[config.mk]
export PLATFORM = sky130hd
export DESIGN_NAME = usb_irq_core
export DESIGN_NICKNAME = d
export VERILOG_FILES = /design/src/design/usb_irq_pkg.sv /design/src/design/req_flag_bank.sv /design/src/design/break_pulse_unit.sv /design/src/design/usb_irq_core.sv
export VERILOG_INCLUDE_DIRS = /design/src /design/src/design
export SDC_FILE = /design/constraint.sdc
export NUM_CORES = 1
export LEC_CHECK = 0
export ABC_AREA = 1
export ABC_CLOCK_PERIOD_IN_PS = 3800
export BUFFER_PORTS_ARGS = -buffer_cell sky130_fd_sc_hd__buf_2
export CAP_MARGIN = 20
export CORE_ASPECT_RATIO = 0.75
export CORE_UTILIZATION = 26
export CTS_CLUSTER_SIZE = 40
export DETAILED_ROUTE_END_ITERATION = 12
export MAX_ROUTING_LAYER = met4
export SETUP_SLACK_MARGIN = 0.2
export SYNTH_ARGS = -nofsm -noshare
export SYNTH_HDL_FRONTEND = slang
export SYNTH_HIERARCHICAL = 1
export SYNTH_SLANG_ARGS = --single-unit
[constraint.sdc]
create_clock -name clk_sys -period 3.8 [get_ports clk_sys]
set_input_delay 0.19 -clock clk_sys [delete_from_list [all_inputs] [get_ports clk_sys]]
set_output_delay 0.19 -clock clk_sys [all_outputs]
set_load 0.02 [all_outputs]
[src/design/usb_irq_defs.svh]
// Purpose: Offsets, bit positions, reset values and timing counts of the USB interrupt block.
// Assumes: Register offsets are word indexes; byte address is four times the index.
// Notes:   Definitions only.
//
// Summary of operation
// - Bus reset detection sets event bit 4; writing one clears it.
// - Three milliseconds without bus activity sets event bit 3; writing one clears it.
// - A received SETUP token sets event bit 2; writing one clears it.
// - A received start-of-frame packet sets event bit 1; writing one clears it.
// - Eight SETUP bytes copied to setup registers set event bit 0; write one clears.
// - Event flags clear only at power-on reset and update during processor reset.
// - Disabled endpoint flags are held but not forwarded; enabled ones raise the request.
// - Endpoint enables affect only interrupt generation, never endpoint transfers.
// - Each event enable bit masks the event flag at the same position.
// - Address match sets break flag bit 3; the break pin follows the flag.
// - Writing one clears the break flag; pulse mode needs no clearing.
// - Pulse mode holds break high 8 reference-clock cycles; else until cleared.
// - With break enabled, a break occurs when all 16 address lines match.
// - With break disabled, address matches are ignored.
// - The autovector enable bit turns automatic vectoring on or off.
// - Endpoint request flag sets when its busy indication falls from one to zero.
// - Raising the interrupt request updates the vector register with its source.
`ifndef USB_IRQ_DEFS_SVH
`define USB_IRQ_DEFS_SVH

`define ADDR_W         18
`define IDX_IRQ_VECTOR_REG       16'h7fa8
`define IDX_IN_REQ     16'h7fa9
`define IDX_OUT_REQ    16'h7faa
`define IDX_USB_REQ    16'h7fab
`define IDX_IN_EN      16'h7fac
`define IDX_OUT_EN     16'h7fad
`define IDX_USB_EN     16'h7fae
`define IDX_BAV        16'h7faf
`define IDX_BP_HIGH    16'h7fb2
`define IDX_BP_LOW     16'h7fb3

`define EVT_BUS_RESET  4
`define EVT_SUSPEND    3
`define EVT_SETUP_TOK  2
`define EVT_FRAME      1
`define EVT_SETUP_DAT  0
`define BAV_BREAK      3
`define BAV_PULSE      2
`define BAV_BRK_EN     1
`define BAV_AUTOVEC    0

`define RST_USB_EN     5'h00
`define RST_EP_EN      8'h00
`define RST_BP_ADDR    16'h0000
`define RST_IRQ_VECTOR_REG       5'h00

`define VEC_IN_BASE    5'h05
`define VEC_OUT_BASE   5'h0d

`define SUSPEND_MS     3
`define SYS_MHZ        40
`define REF_MHZ        24
`define BREAK_TICKS    4'h8
`define IDLE_W         24

`endif

[src/design/usb_irq_pkg.sv]
// Purpose: State types of the USB interrupt block.
// Assumes: Widths match the constants header.
// Notes:   The core and break modules keep all of their state in these structs; the flag bank declares its own.
package usb_irq_pkg;

    typedef struct packed {
        logic [4:0]  usb_en;
        logic [7:0]  in_en;
        logic [7:0]  out_en;
        logic        pulse_mode;
        logic        brk_en;
        logic        av_en;
        logic [15:0] bp_addr;
        logic [31:0] rdata;
        logic        err;
        logic [4:0]  irq_vector_reg;
        logic        irq;
        logic [7:0]  in_busy_q;
        logic [7:0]  out_busy_q;
        logic [23:0] idle_cnt;
        logic        susp_done;
    } core_state_t;

    typedef struct packed {
        logic [5:0] phase;
        logic [3:0] cnt;
        logic       flag;
    } brk_state_t;

endpackage

[src/design/req_flag_bank.sv]
// Purpose: Bank of sticky request flags set by hardware and cleared by writing ones.
// Assumes: Set and clear are one-cycle strobes.
// Notes:   A set in the cycle of a clear wins, so no event is lost.
`timescale 1ns/1ps
module req_flag_bank #(
    parameter int W = 8
) (
    input  wire logic         clk_sys,
    input  wire logic         rst_n,
    input  wire logic [W-1:0] set,
    input  wire logic [W-1:0] clr,
    output logic      [W-1:0] flags
);
    typedef struct packed {
        logic [W-1:0] flags;
    } bank_state_t;

    bank_state_t st_reg;
    bank_state_t st_next;

    always_comb begin
        st_next       = st_reg;
        st_next.flags = (st_reg.flags & ~clr) | set;
    end

    // Only power-on reset clears these; processor reset does not reach here
    always_ff @(posedge clk_sys or negedge rst_n) begin
        if (!rst_n) begin
            st_reg <= '0;
        end else begin
            st_reg <= st_next;
        end
    end

    assign flags = st_reg.flags;
endmodule

[src/design/break_pulse_unit.sv]
// Purpose: Break flag with latched or pulsed behaviour timed in reference clock cycles.
// Assumes: The reference rate is derived from clk_sys by a fractional accumulator.
// Notes:   The first reference tick is partial, so the pulse lasts 7 to 8 reference periods.
`timescale 1ns/1ps
`include "usb_irq_defs.svh"
module break_pulse_unit
    import usb_irq_pkg::*;
(
    input  wire logic clk_sys,
    input  wire logic rst_n,
    input  wire logic hit,
    input  wire logic pulse_mode,
    input  wire logic clr,
    output logic      flag
);
    brk_state_t st_reg;
    brk_state_t st_next;
    logic       tick;
    logic [5:0] sum;

    // Phase step of REF per SYS cycle gives the reference rate without a second clock
    assign sum  = st_reg.phase + 6'(`REF_MHZ);
    assign tick = (sum >= 6'(`SYS_MHZ));

    always_comb begin
        st_next       = st_reg;
        st_next.phase = tick ? 6'(sum - 6'(`SYS_MHZ)) : sum;
        if (clr) begin
            st_next.flag = 1'b0;
            st_next.cnt  = 4'h0;
        end
        if (pulse_mode && st_reg.flag && tick && st_reg.cnt != 4'h0) begin
            st_next.cnt = st_reg.cnt - 4'h1;
            if (st_reg.cnt == 4'h1) begin
                st_next.flag = 1'b0;
            end
        end
        if (hit) begin
            st_next.flag = 1'b1;
            st_next.cnt  = pulse_mode ? `BREAK_TICKS : 4'h0;
        end
    end

    always_ff @(posedge clk_sys or negedge rst_n) begin
        if (!rst_n) begin
            st_reg <= '0;
        end else begin
            st_reg <= st_next;
        end
    end

    assign flag = st_reg.flag;
endmodule

[src/design/usb_irq_core.sv]
// Purpose: USB event and endpoint interrupt requests, enables, vector and address breakpoint.
// Assumes: APB slave with no wait states; event inputs are one-cycle pulses from the core.
// Notes:   rst_n is the power-on reset; processor reset does not clear the request flags.
//
// The APB slave port was left to the implementer.
`timescale 1ns/1ps
`include "usb_irq_defs.svh"
module usb_irq_core
    import usb_irq_pkg::*;
#(
    parameter int SUSPEND_CYCLES = `SUSPEND_MS * `SYS_MHZ * 1000
) (
    input  wire logic               clk_sys,
    input  wire logic               rst_n,
    input  wire logic               psel,
    input  wire logic               penable,
    input  wire logic               pwrite,
    input  wire logic [`ADDR_W-1:0] paddr,
    input  wire logic [31:0]        pwdata,
    output logic      [31:0]        prdata,
    output logic                    pready,
    output logic                    pslverr,
    input  wire logic               usb_reset_seen,
    input  wire logic               bus_activity,
    input  wire logic               setup_token_seen,
    input  wire logic               frame_start_seen,
    input  wire logic               setup_bytes_done,
    input  wire logic [7:0]         in_busy,
    input  wire logic [7:0]         out_busy,
    input  wire logic [15:0]        cpu_addr,
    output logic                    usb_irq_line,
    output logic [4:0]              irq_vector,
    output logic                    autovector_enable,
    output logic                    break_out_pin
);
    core_state_t st_reg;
    core_state_t st_next;

    logic [4:0] evt_flags;
    logic [7:0] in_flags;
    logic [7:0] out_flags;
    logic       brk_flag;
    logic [4:0] evt_set;
    logic [4:0] evt_clr;
    logic [7:0] in_clr;
    logic [7:0] out_clr;
    logic [7:0] in_fall;
    logic [7:0] out_fall;
    logic       susp_set;
    logic       brk_hit;
    logic       brk_clr;
    logic       wr_acc;
    logic       setup_ph;
    logic [4:0] ev_pend;
    logic [7:0] in_pend;
    logic [7:0] out_pend;
    logic       pend_any;

    function automatic logic at_idx(input logic [`ADDR_W-1:0] a, input logic [15:0] idx);
        return a == {idx, 2'b00};
    endfunction

    // Lowest code wins: events first, then IN, then OUT endpoints
    function automatic logic [4:0] pick_src(input logic [4:0] ev, input logic [7:0] inp,
                                            input logic [7:0] outp);
        logic [4:0] code;
        code = `RST_IRQ_VECTOR_REG;
        for (int i = 7; i >= 0; i--) begin
            if (outp[i]) begin
                code = 5'(`VEC_OUT_BASE + 5'(i));
            end
        end
        for (int i = 7; i >= 0; i--) begin
            if (inp[i]) begin
                code = 5'(`VEC_IN_BASE + 5'(i));
            end
        end
        for (int i = 4; i >= 0; i--) begin
            if (ev[i]) begin
                code = 5'(i);
            end
        end
        return code;
    endfunction

    assign setup_ph = psel && !penable;
    assign wr_acc   = psel && penable && pwrite;
    assign pready   = 1'b1;
    assign pslverr  = psel && penable && st_reg.err;
    assign prdata   = st_reg.rdata;

    // Suspend flags once per idle stretch, re-armed by any bus activity
    assign susp_set = !bus_activity && !st_reg.susp_done
                      && (st_reg.idle_cnt == 24'(SUSPEND_CYCLES - 1));

    assign evt_set[`EVT_BUS_RESET] = usb_reset_seen;
    assign evt_set[`EVT_SUSPEND]   = susp_set;
    assign evt_set[`EVT_SETUP_TOK] = setup_token_seen;
    assign evt_set[`EVT_FRAME]     = frame_start_seen;
    assign evt_set[`EVT_SETUP_DAT] = setup_bytes_done;

    assign in_fall  = st_reg.in_busy_q & ~in_busy;
    assign out_fall = st_reg.out_busy_q & ~out_busy;

    // Writes of ones clear; a read-modify-write would clear every pending flag
    assign evt_clr = (wr_acc && at_idx(paddr, `IDX_USB_REQ)) ? pwdata[4:0] : 5'h00;
    assign in_clr  = (wr_acc && at_idx(paddr, `IDX_IN_REQ)) ? pwdata[7:0] : 8'h00;
    assign out_clr = (wr_acc && at_idx(paddr, `IDX_OUT_REQ)) ? pwdata[7:0] : 8'h00;
    assign brk_clr = wr_acc && at_idx(paddr, `IDX_BAV) && pwdata[`BAV_BREAK];

    assign brk_hit = st_reg.brk_en && (cpu_addr == st_reg.bp_addr);

    // Enables only gate the request line and the vector choice; flags and endpoints never see them
    assign ev_pend  = evt_flags & st_reg.usb_en;
    assign in_pend  = in_flags & st_reg.in_en;
    assign out_pend = out_flags & st_reg.out_en;
    assign pend_any = |{ev_pend, in_pend, out_pend};

    req_flag_bank #(.W(5)) u_evt (
        .clk_sys (clk_sys),
        .rst_n   (rst_n),
        .set     (evt_set),
        .clr     (evt_clr),
        .flags   (evt_flags)
    );

    req_flag_bank #(.W(16)) u_ep (
        .clk_sys (clk_sys),
        .rst_n   (rst_n),
        .set     ({out_fall, in_fall}),
        .clr     ({out_clr, in_clr}),
        .flags   ({out_flags, in_flags})
    );

    break_pulse_unit u_brk (
        .clk_sys    (clk_sys),
        .rst_n      (rst_n),
        .hit        (brk_hit),
        .pulse_mode (st_reg.pulse_mode),
        .clr        (brk_clr),
        .flag       (brk_flag)
    );

    always_comb begin
        st_next            = st_reg;
        st_next.in_busy_q  = in_busy;
        st_next.out_busy_q = out_busy;
        if (bus_activity) begin
            st_next.idle_cnt  = '0;
            st_next.susp_done = 1'b0;
        end else if (susp_set) begin
            st_next.susp_done = 1'b1;
        end else if (!st_reg.susp_done) begin
            st_next.idle_cnt = st_reg.idle_cnt + 24'h1;
        end
        st_next.irq = pend_any;
        if (pend_any) begin
            st_next.irq_vector_reg = pick_src(ev_pend, in_pend, out_pend);
        end
        if (setup_ph) begin
            st_next.err   = 1'b0;
            st_next.rdata = 32'h0000_0000;
            if (at_idx(paddr, `IDX_IRQ_VECTOR_REG)) begin
                st_next.rdata = {24'h0, 1'b0, st_reg.irq_vector_reg, 2'b00};
            end else if (at_idx(paddr, `IDX_IN_REQ)) begin
                st_next.rdata = {24'h0, in_flags};
            end else if (at_idx(paddr, `IDX_OUT_REQ)) begin
                st_next.rdata = {24'h0, out_flags};
            end else if (at_idx(paddr, `IDX_USB_REQ)) begin
                st_next.rdata = {27'h0, evt_flags};
            end else if (at_idx(paddr, `IDX_IN_EN)) begin
                st_next.rdata = {24'h0, st_reg.in_en};
            end else if (at_idx(paddr, `IDX_OUT_EN)) begin
                st_next.rdata = {24'h0, st_reg.out_en};
            end else if (at_idx(paddr, `IDX_USB_EN)) begin
                st_next.rdata = {27'h0, st_reg.usb_en};
            end else if (at_idx(paddr, `IDX_BAV)) begin
                st_next.rdata = {28'h0, brk_flag, st_reg.pulse_mode, st_reg.brk_en,
                                 st_reg.av_en};
            end else if (at_idx(paddr, `IDX_BP_HIGH)) begin
                st_next.rdata = {24'h0, st_reg.bp_addr[15:8]};
            end else if (at_idx(paddr, `IDX_BP_LOW)) begin
                st_next.rdata = {24'h0, st_reg.bp_addr[7:0]};
            end else begin
                st_next.err = 1'b1;
            end
        end
        if (wr_acc && !st_reg.err) begin
            if (at_idx(paddr, `IDX_IN_EN)) begin
                st_next.in_en = pwdata[7:0];
            end
            if (at_idx(paddr, `IDX_OUT_EN)) begin
                st_next.out_en = pwdata[7:0];
            end
            if (at_idx(paddr, `IDX_USB_EN)) begin
                st_next.usb_en = pwdata[4:0];
            end
            if (at_idx(paddr, `IDX_BAV)) begin
                st_next.pulse_mode = pwdata[`BAV_PULSE];
                st_next.brk_en     = pwdata[`BAV_BRK_EN];
                st_next.av_en      = pwdata[`BAV_AUTOVEC];
            end
            if (at_idx(paddr, `IDX_BP_HIGH)) begin
                st_next.bp_addr[15:8] = pwdata[7:0];
            end
            if (at_idx(paddr, `IDX_BP_LOW)) begin
                st_next.bp_addr[7:0] = pwdata[7:0];
            end
        end
    end

    always_ff @(posedge clk_sys or negedge rst_n) begin
        if (!rst_n) begin
            st_reg         <= '0;
            st_reg.usb_en  <= `RST_USB_EN;
            st_reg.in_en   <= `RST_EP_EN;
            st_reg.out_en  <= `RST_EP_EN;
            st_reg.bp_addr <= `RST_BP_ADDR;
            st_reg.irq_vector_reg    <= `RST_IRQ_VECTOR_REG;
        end else begin
            st_reg <= st_next;
        end
    end

    assign usb_irq_line      = st_reg.irq;
    assign irq_vector        = st_reg.irq_vector_reg;
    assign autovector_enable = st_reg.av_en;
    assign break_out_pin     = brk_flag;
endmodule

==> results_tabular.tex <==
\begin{tabular}{lr}
\hline
Metric & Value \\
\hline
\multicolumn{2}{l}{\textbf{Run status}} \\
\quad Status & complete, no violations \\
\multicolumn{2}{l}{\textbf{Floorplan}} \\
\quad Chip width & 195 µm \\
\quad Die ar. & 28,700 µm² \\
\quad Vertical die dimension & 147 µm \\
\quad Core region area & approximately 27,000 µm² \\
\quad Total I/O pin count & 134 \\
\quad Number of rows in the core area & 52 \\
\quad Initial cell density of the core & 0.267 \\
\multicolumn{2}{l}{\textbf{Placed design}} \\
\quad HPWL Detailed & 15,800 µm \\
\quad Number of cells after detailed placement & about 1,400 \\
\quad DP Area & 7920 µm² \\
\quad Buffers added on ports & 84 \\
\quad Post-placement worst setup slack & roughly 1600 ps \\
\quad Placer's final routability congestion estimate & 0.885 \\
\multicolumn{2}{l}{\textbf{Layout}} \\
\quad Filler cell count & 2,908 \\
\quad Non-filler cells, final & 1,414 \\
\quad Layout cell share with drive strength beyond 1 & 0.191 \\
\quad Sequential cell area in the final layout & 3130 µm² \\
\quad Total number of nets in the final design & 1,150 \\
\quad Multi-input gate area in the final layout & 3330 µm² \\
\quad Most common cell after layout, fill and taps aside & sky130\_fd\_sc\_hd\_\_nand2\_1 \\
\quad Area growth from synthesis to layout & 19.6\% \\
\quad Final cell utilization of the core & 0.320 \\
\quad Fin area & 8710 µm² \\
\quad Flip-flop count of the largest register, all copies and words added & a little over 80 \\
\quad Antenna diode count & 0 \\
\quad Commonest cells after routing, fill and taps aside & sky130\_fd\_sc\_hd\_\_nand2\_1, sky130\_fd\_sc\_hd\_\_inv\_1, sky130\_fd\_sc\_hd\_\_dfrtp\_1 \\
\multicolumn{2}{l}{\textbf{Pwr}} \\
\quad Leak Pwr & roughly 4.2 nW \\
\quad Total design power & about 3.2 mW \\
\quad Ratio of total power to cell area & 370 nW/µm² \\
\quad Worst supply voltage drop on vdd & $\sim$0.33 mV \\
\multicolumn{2}{l}{\textbf{Synthesis}} \\
\quad Most used DFF post-synth & sky130\_fd\_sc\_hd\_\_dfrtp\_1 \\
\quad YS warnings & 6 \\
\quad Top-area cell type share of the netlist area & 0.429 \\
\quad Largest cells by area after synthesis & sky130\_fd\_sc\_hd\_\_dfrtp\_1, sky130\_fd\_sc\_hd\_\_nand2\_1, sky130\_fd\_sc\_hd\_\_inv\_1 \\
\quad Yosys top cell by area & sky130\_fd\_sc\_hd\_\_dfrtp\_1 \\
\quad Number of distinct standard cells referenced by the synthesized netlist & 51 \\
\quad Yosys reg bits & $\sim$130 \\
\quad Cell area after synthesis & 7290 µm² \\
\quad Mapped Avg Cell Area & 7.68 µm² \\
\quad Number of enable flip-flop cells after synthesis & 0 \\
\quad Fraction of registers with async set or reset after synthesis & 1.00 \\
\quad Share of synthesized area occupied by flip-flops and latches & 0.429 \\
\quad Count of mapped cells out of synthesis & 949 \\
\multicolumn{2}{l}{\textbf{STA}} \\
\quad Setup TNS & 0 ps \\
\quad Unrepaired setup endpoints after global routing & false \\
\quad Hold slack & 103 ps \\
\quad Worst max-slew margin expressed relative to the limit & 0.343 \\
\quad Ratio of final minimum period to clock period & 0.594 \\
\quad Hold Fails Final Rpt & 0 \\
\quad Transition at the pin with the smallest max-transition slack & 986 ps \\
\quad Setup WS post-layout & between 1500 and 2000 ps \\
\quad Final-report max-slew violation count & 0 \\
\quad Setup Viol. Count Final & 0 \\
\quad Highest clock rate & 443 MHz \\
\quad Final min period & 2260 ps \\
\quad Fin Clk Skew & 10.4 ps \\
\multicolumn{2}{l}{\textbf{Worst setup path}} \\
\quad Top fanout value on the critical path & 16 \\
\quad Series of cell instances along the critical path & ha\_1, nand2\_1, nor2\_2, nand2\_1, inv\_2, nand4\_2, nand2\_4, nor3\_4, nand3\_2, nor2\_2, nand3\_1, and3\_1 \\
\quad Setup crit end & st\_reg[18]\$\_DFFE\_PN0P\_ \\
\quad CP Class & reg2reg \\
\quad Critical Path Max Stage Delay & 440 ps \\
\quad Worst reg2reg startpoint & st\_reg[1]\$\_DFFE\_PN0P\_ \\
\quad Reg2reg path depth & 12 \\
\quad Crit path launch & st\_reg[1]\$\_DFFE\_PN0P\_ \\
\quad CP endpoint kind & flip-flop \\
\quad Required arrival time at the worst endpoint & 4120 ps \\
\quad Arrival time of the worst setup path & 2570 ps \\
\quad Setup crit start kind & flip-flop \\
\quad Slowest cell on crit path & sky130\_fd\_sc\_hd\_\_dfrtp\_1 \\
\quad Reg-to-reg setup timing slack & 1540 ps \\
\quad Reg-to-reg endpoint & st\_reg[18]\$\_DFFE\_PN0P\_ \\
\multicolumn{2}{l}{\textbf{Clock network}} \\
\quad Post-CTS Hold Fix Bufs & 21 \\
\quad Root Buffer Master & sky130\_fd\_sc\_hd\_\_clkbuf\_16 \\
\quad CTS sink count & 125 \\
\quad Total of cells resized after clock tree synthesis & 0 \\
\quad Maximum count of clock buffers along a single path & 2 \\
\quad Max H-tree Level & 4 \\
\quad Clock tree from TritonCTS & yes \\
\quad Clk\_lat worst skew & between 400 and 500 ps \\
\quad Reg clk slew, reported paths & 60 ps \\
\quad Buffer count from post-CTS setup fixing & 0 \\
\quad CTS buffer count & 17 \\
\multicolumn{2}{l}{\textbf{GRT}} \\
\quad Initial antenna violation count & 0 \\
\quad Largest net degree at the start of global routing & 72 \\
\quad First-pass GRT wire length & 32,700 µm \\
\quad GRT Residual Overflow & 0 \\
\quad Global-route usage over all layers & 0.154 \\
\quad Vias in the first global route & 5,868 \\
\multicolumn{2}{l}{\textbf{Flow run}} \\
\quad Max-cap viol count & 0 \\
\multicolumn{2}{l}{\textbf{Worst hold path}} \\
\quad Worst Hold Class & in2reg \\
\multicolumn{2}{l}{\textbf{Detailed routing}} \\
\quad Initial DRC count & 494 \\
\quad Final routed wire length divided by cell count & 14.5 µm \\
\quad Total wirelength of the detailed-routed design & 20,500 µm \\
\quad Total vias in the final route & 6,315 \\
\quad DRC viols & 0 \\
\quad Router iterations before antenna repair & 7 \\
\quad Detail Route Antenna Nets & 0 \\
\quad Via density per instance & 4.47 \\
\hline
\end{tabular}
==> cell families after synthesis <==
| group | synth area share |
|---|---|
| simple gates | 0.317 |
| buf+inv | 0.125 |
| flops | 0.429 |
| compound gates | 0.102 |
| xor+xnor | 0.0144 |
| fa+ha+maj | 0.0120 |
| other cells | 0.00103 |
==> power breakdown <==
group	leakage (nW)	total [mW]	switching, mW	internal [mW]
sequential	1.59	1.38	0.0197	1.36
clock	0.274	1.63	0.649	0.980
combinational	2.37	0.222	0.147	0.0748
total	4.24	3.23	0.816	2.41
==> per-layer routing <==
metal	up-vias	wire (µm)	global-route usage
met5	-	0	-
li1	3161	-	-
met3	13	1620	0.0436
met1	2944	10500	0.229
met4	0	194	0.0354
met2	197	8240	0.201
==> worst min path at each step <==
stage,from,endpoint,slack (ps),depth (start not counted)
6_report,bus_activity,st_reg[24]$_DFFE_PN0P_,100,2
5_1_grt,bus_activity,st_reg[24]$_DFFE_PN0P_,120,2
4_1_cts,bus_activity,st_reg[24]$_DFFE_PN0P_,90,2
3_5_place_dp,out_busy[2],st_reg[27]$_DFF_PN0_,310,1
3_3_place_gp,out_busy[2],st_reg[27]$_DFF_PN0_,310,1
2_1_floorplan,rst_n,autovector_enable$_DFFE_PN0P_,-110,0
==> critical path, delay by kind of cell, from the launching register on <==
family / cells / cell delay [ps]
adder cells (fa/ha/maj): 1 / 240
flip-flops: 1 / 440
buffers and inverters: 1 / 50
AND/OR/NAND/NOR: 10 / 1410
==> final cells by class <==
class / count / share of cell area
sequential: 125 / 0.359
clock buffer: 18 / 0.0504
timing repair buffer: 107 / 0.0758
inverter: 151 / 0.0651
multi-input combinational: 649 / 0.383
tap: 351 / 0.0504
clock inverter: 13 / 0.0165
==> Yosys cell counts, types with 2 or more instances <==
| master | number |
|---|---|
| sky130_fd_sc_hd__buf_2 | 4 |
| sky130_fd_sc_hd__inv_2 | 18 |
| sky130_fd_sc_hd__xor2_1 | 10 |
| sky130_fd_sc_hd__o31ai_1 | 6 |
| sky130_fd_sc_hd__xnor2_1 | 2 |
| sky130_fd_sc_hd__nor2_1 | 91 |
| sky130_fd_sc_hd__nand2_1 | 265 |
| sky130_fd_sc_hd__nor2_4 | 8 |
| sky130_fd_sc_hd__o21ai_1 | 23 |
| sky130_fd_sc_hd__o21ai_0 | 33 |
| sky130_fd_sc_hd__a31oi_1 | 2 |
| sky130_fd_sc_hd__nor4_4 | 3 |
| sky130_fd_sc_hd__a2bb2oi_1 | 3 |
| sky130_fd_sc_hd__dfrtp_1 | 125 |
| sky130_fd_sc_hd__nand2_2 | 10 |
| sky130_fd_sc_hd__nor3_2 | 5 |
| sky130_fd_sc_hd__nand3_2 | 7 |
| sky130_fd_sc_hd__a21oi_1 | 21 |
| sky130_fd_sc_hd__nand2_4 | 4 |
| sky130_fd_sc_hd__nor2_2 | 11 |
| sky130_fd_sc_hd__conb_1 | 2 |
| sky130_fd_sc_hd__nand3_1 | 28 |
| sky130_fd_sc_hd__inv_1 | 132 |
| sky130_fd_sc_hd__buf_4 | 41 |
| sky130_fd_sc_hd__ha_1 | 7 |
| sky130_fd_sc_hd__o22ai_1 | 4 |
| sky130_fd_sc_hd__and3_1 | 2 |
| sky130_fd_sc_hd__nor4_1 | 7 |
| sky130_fd_sc_hd__nor3_4 | 3 |
| sky130_fd_sc_hd__o21ai_2 | 9 |
| sky130_fd_sc_hd__nor4_2 | 3 |
| sky130_fd_sc_hd__nand4_1 | 22 |
| sky130_fd_sc_hd__nor3_1 | 13 |
| sky130_fd_sc_hd__a211oi_1 | 2 |
| sky130_fd_sc_hd__a221oi_1 | 7 |
Note: power is estimated with default switching activity, not from simulation.
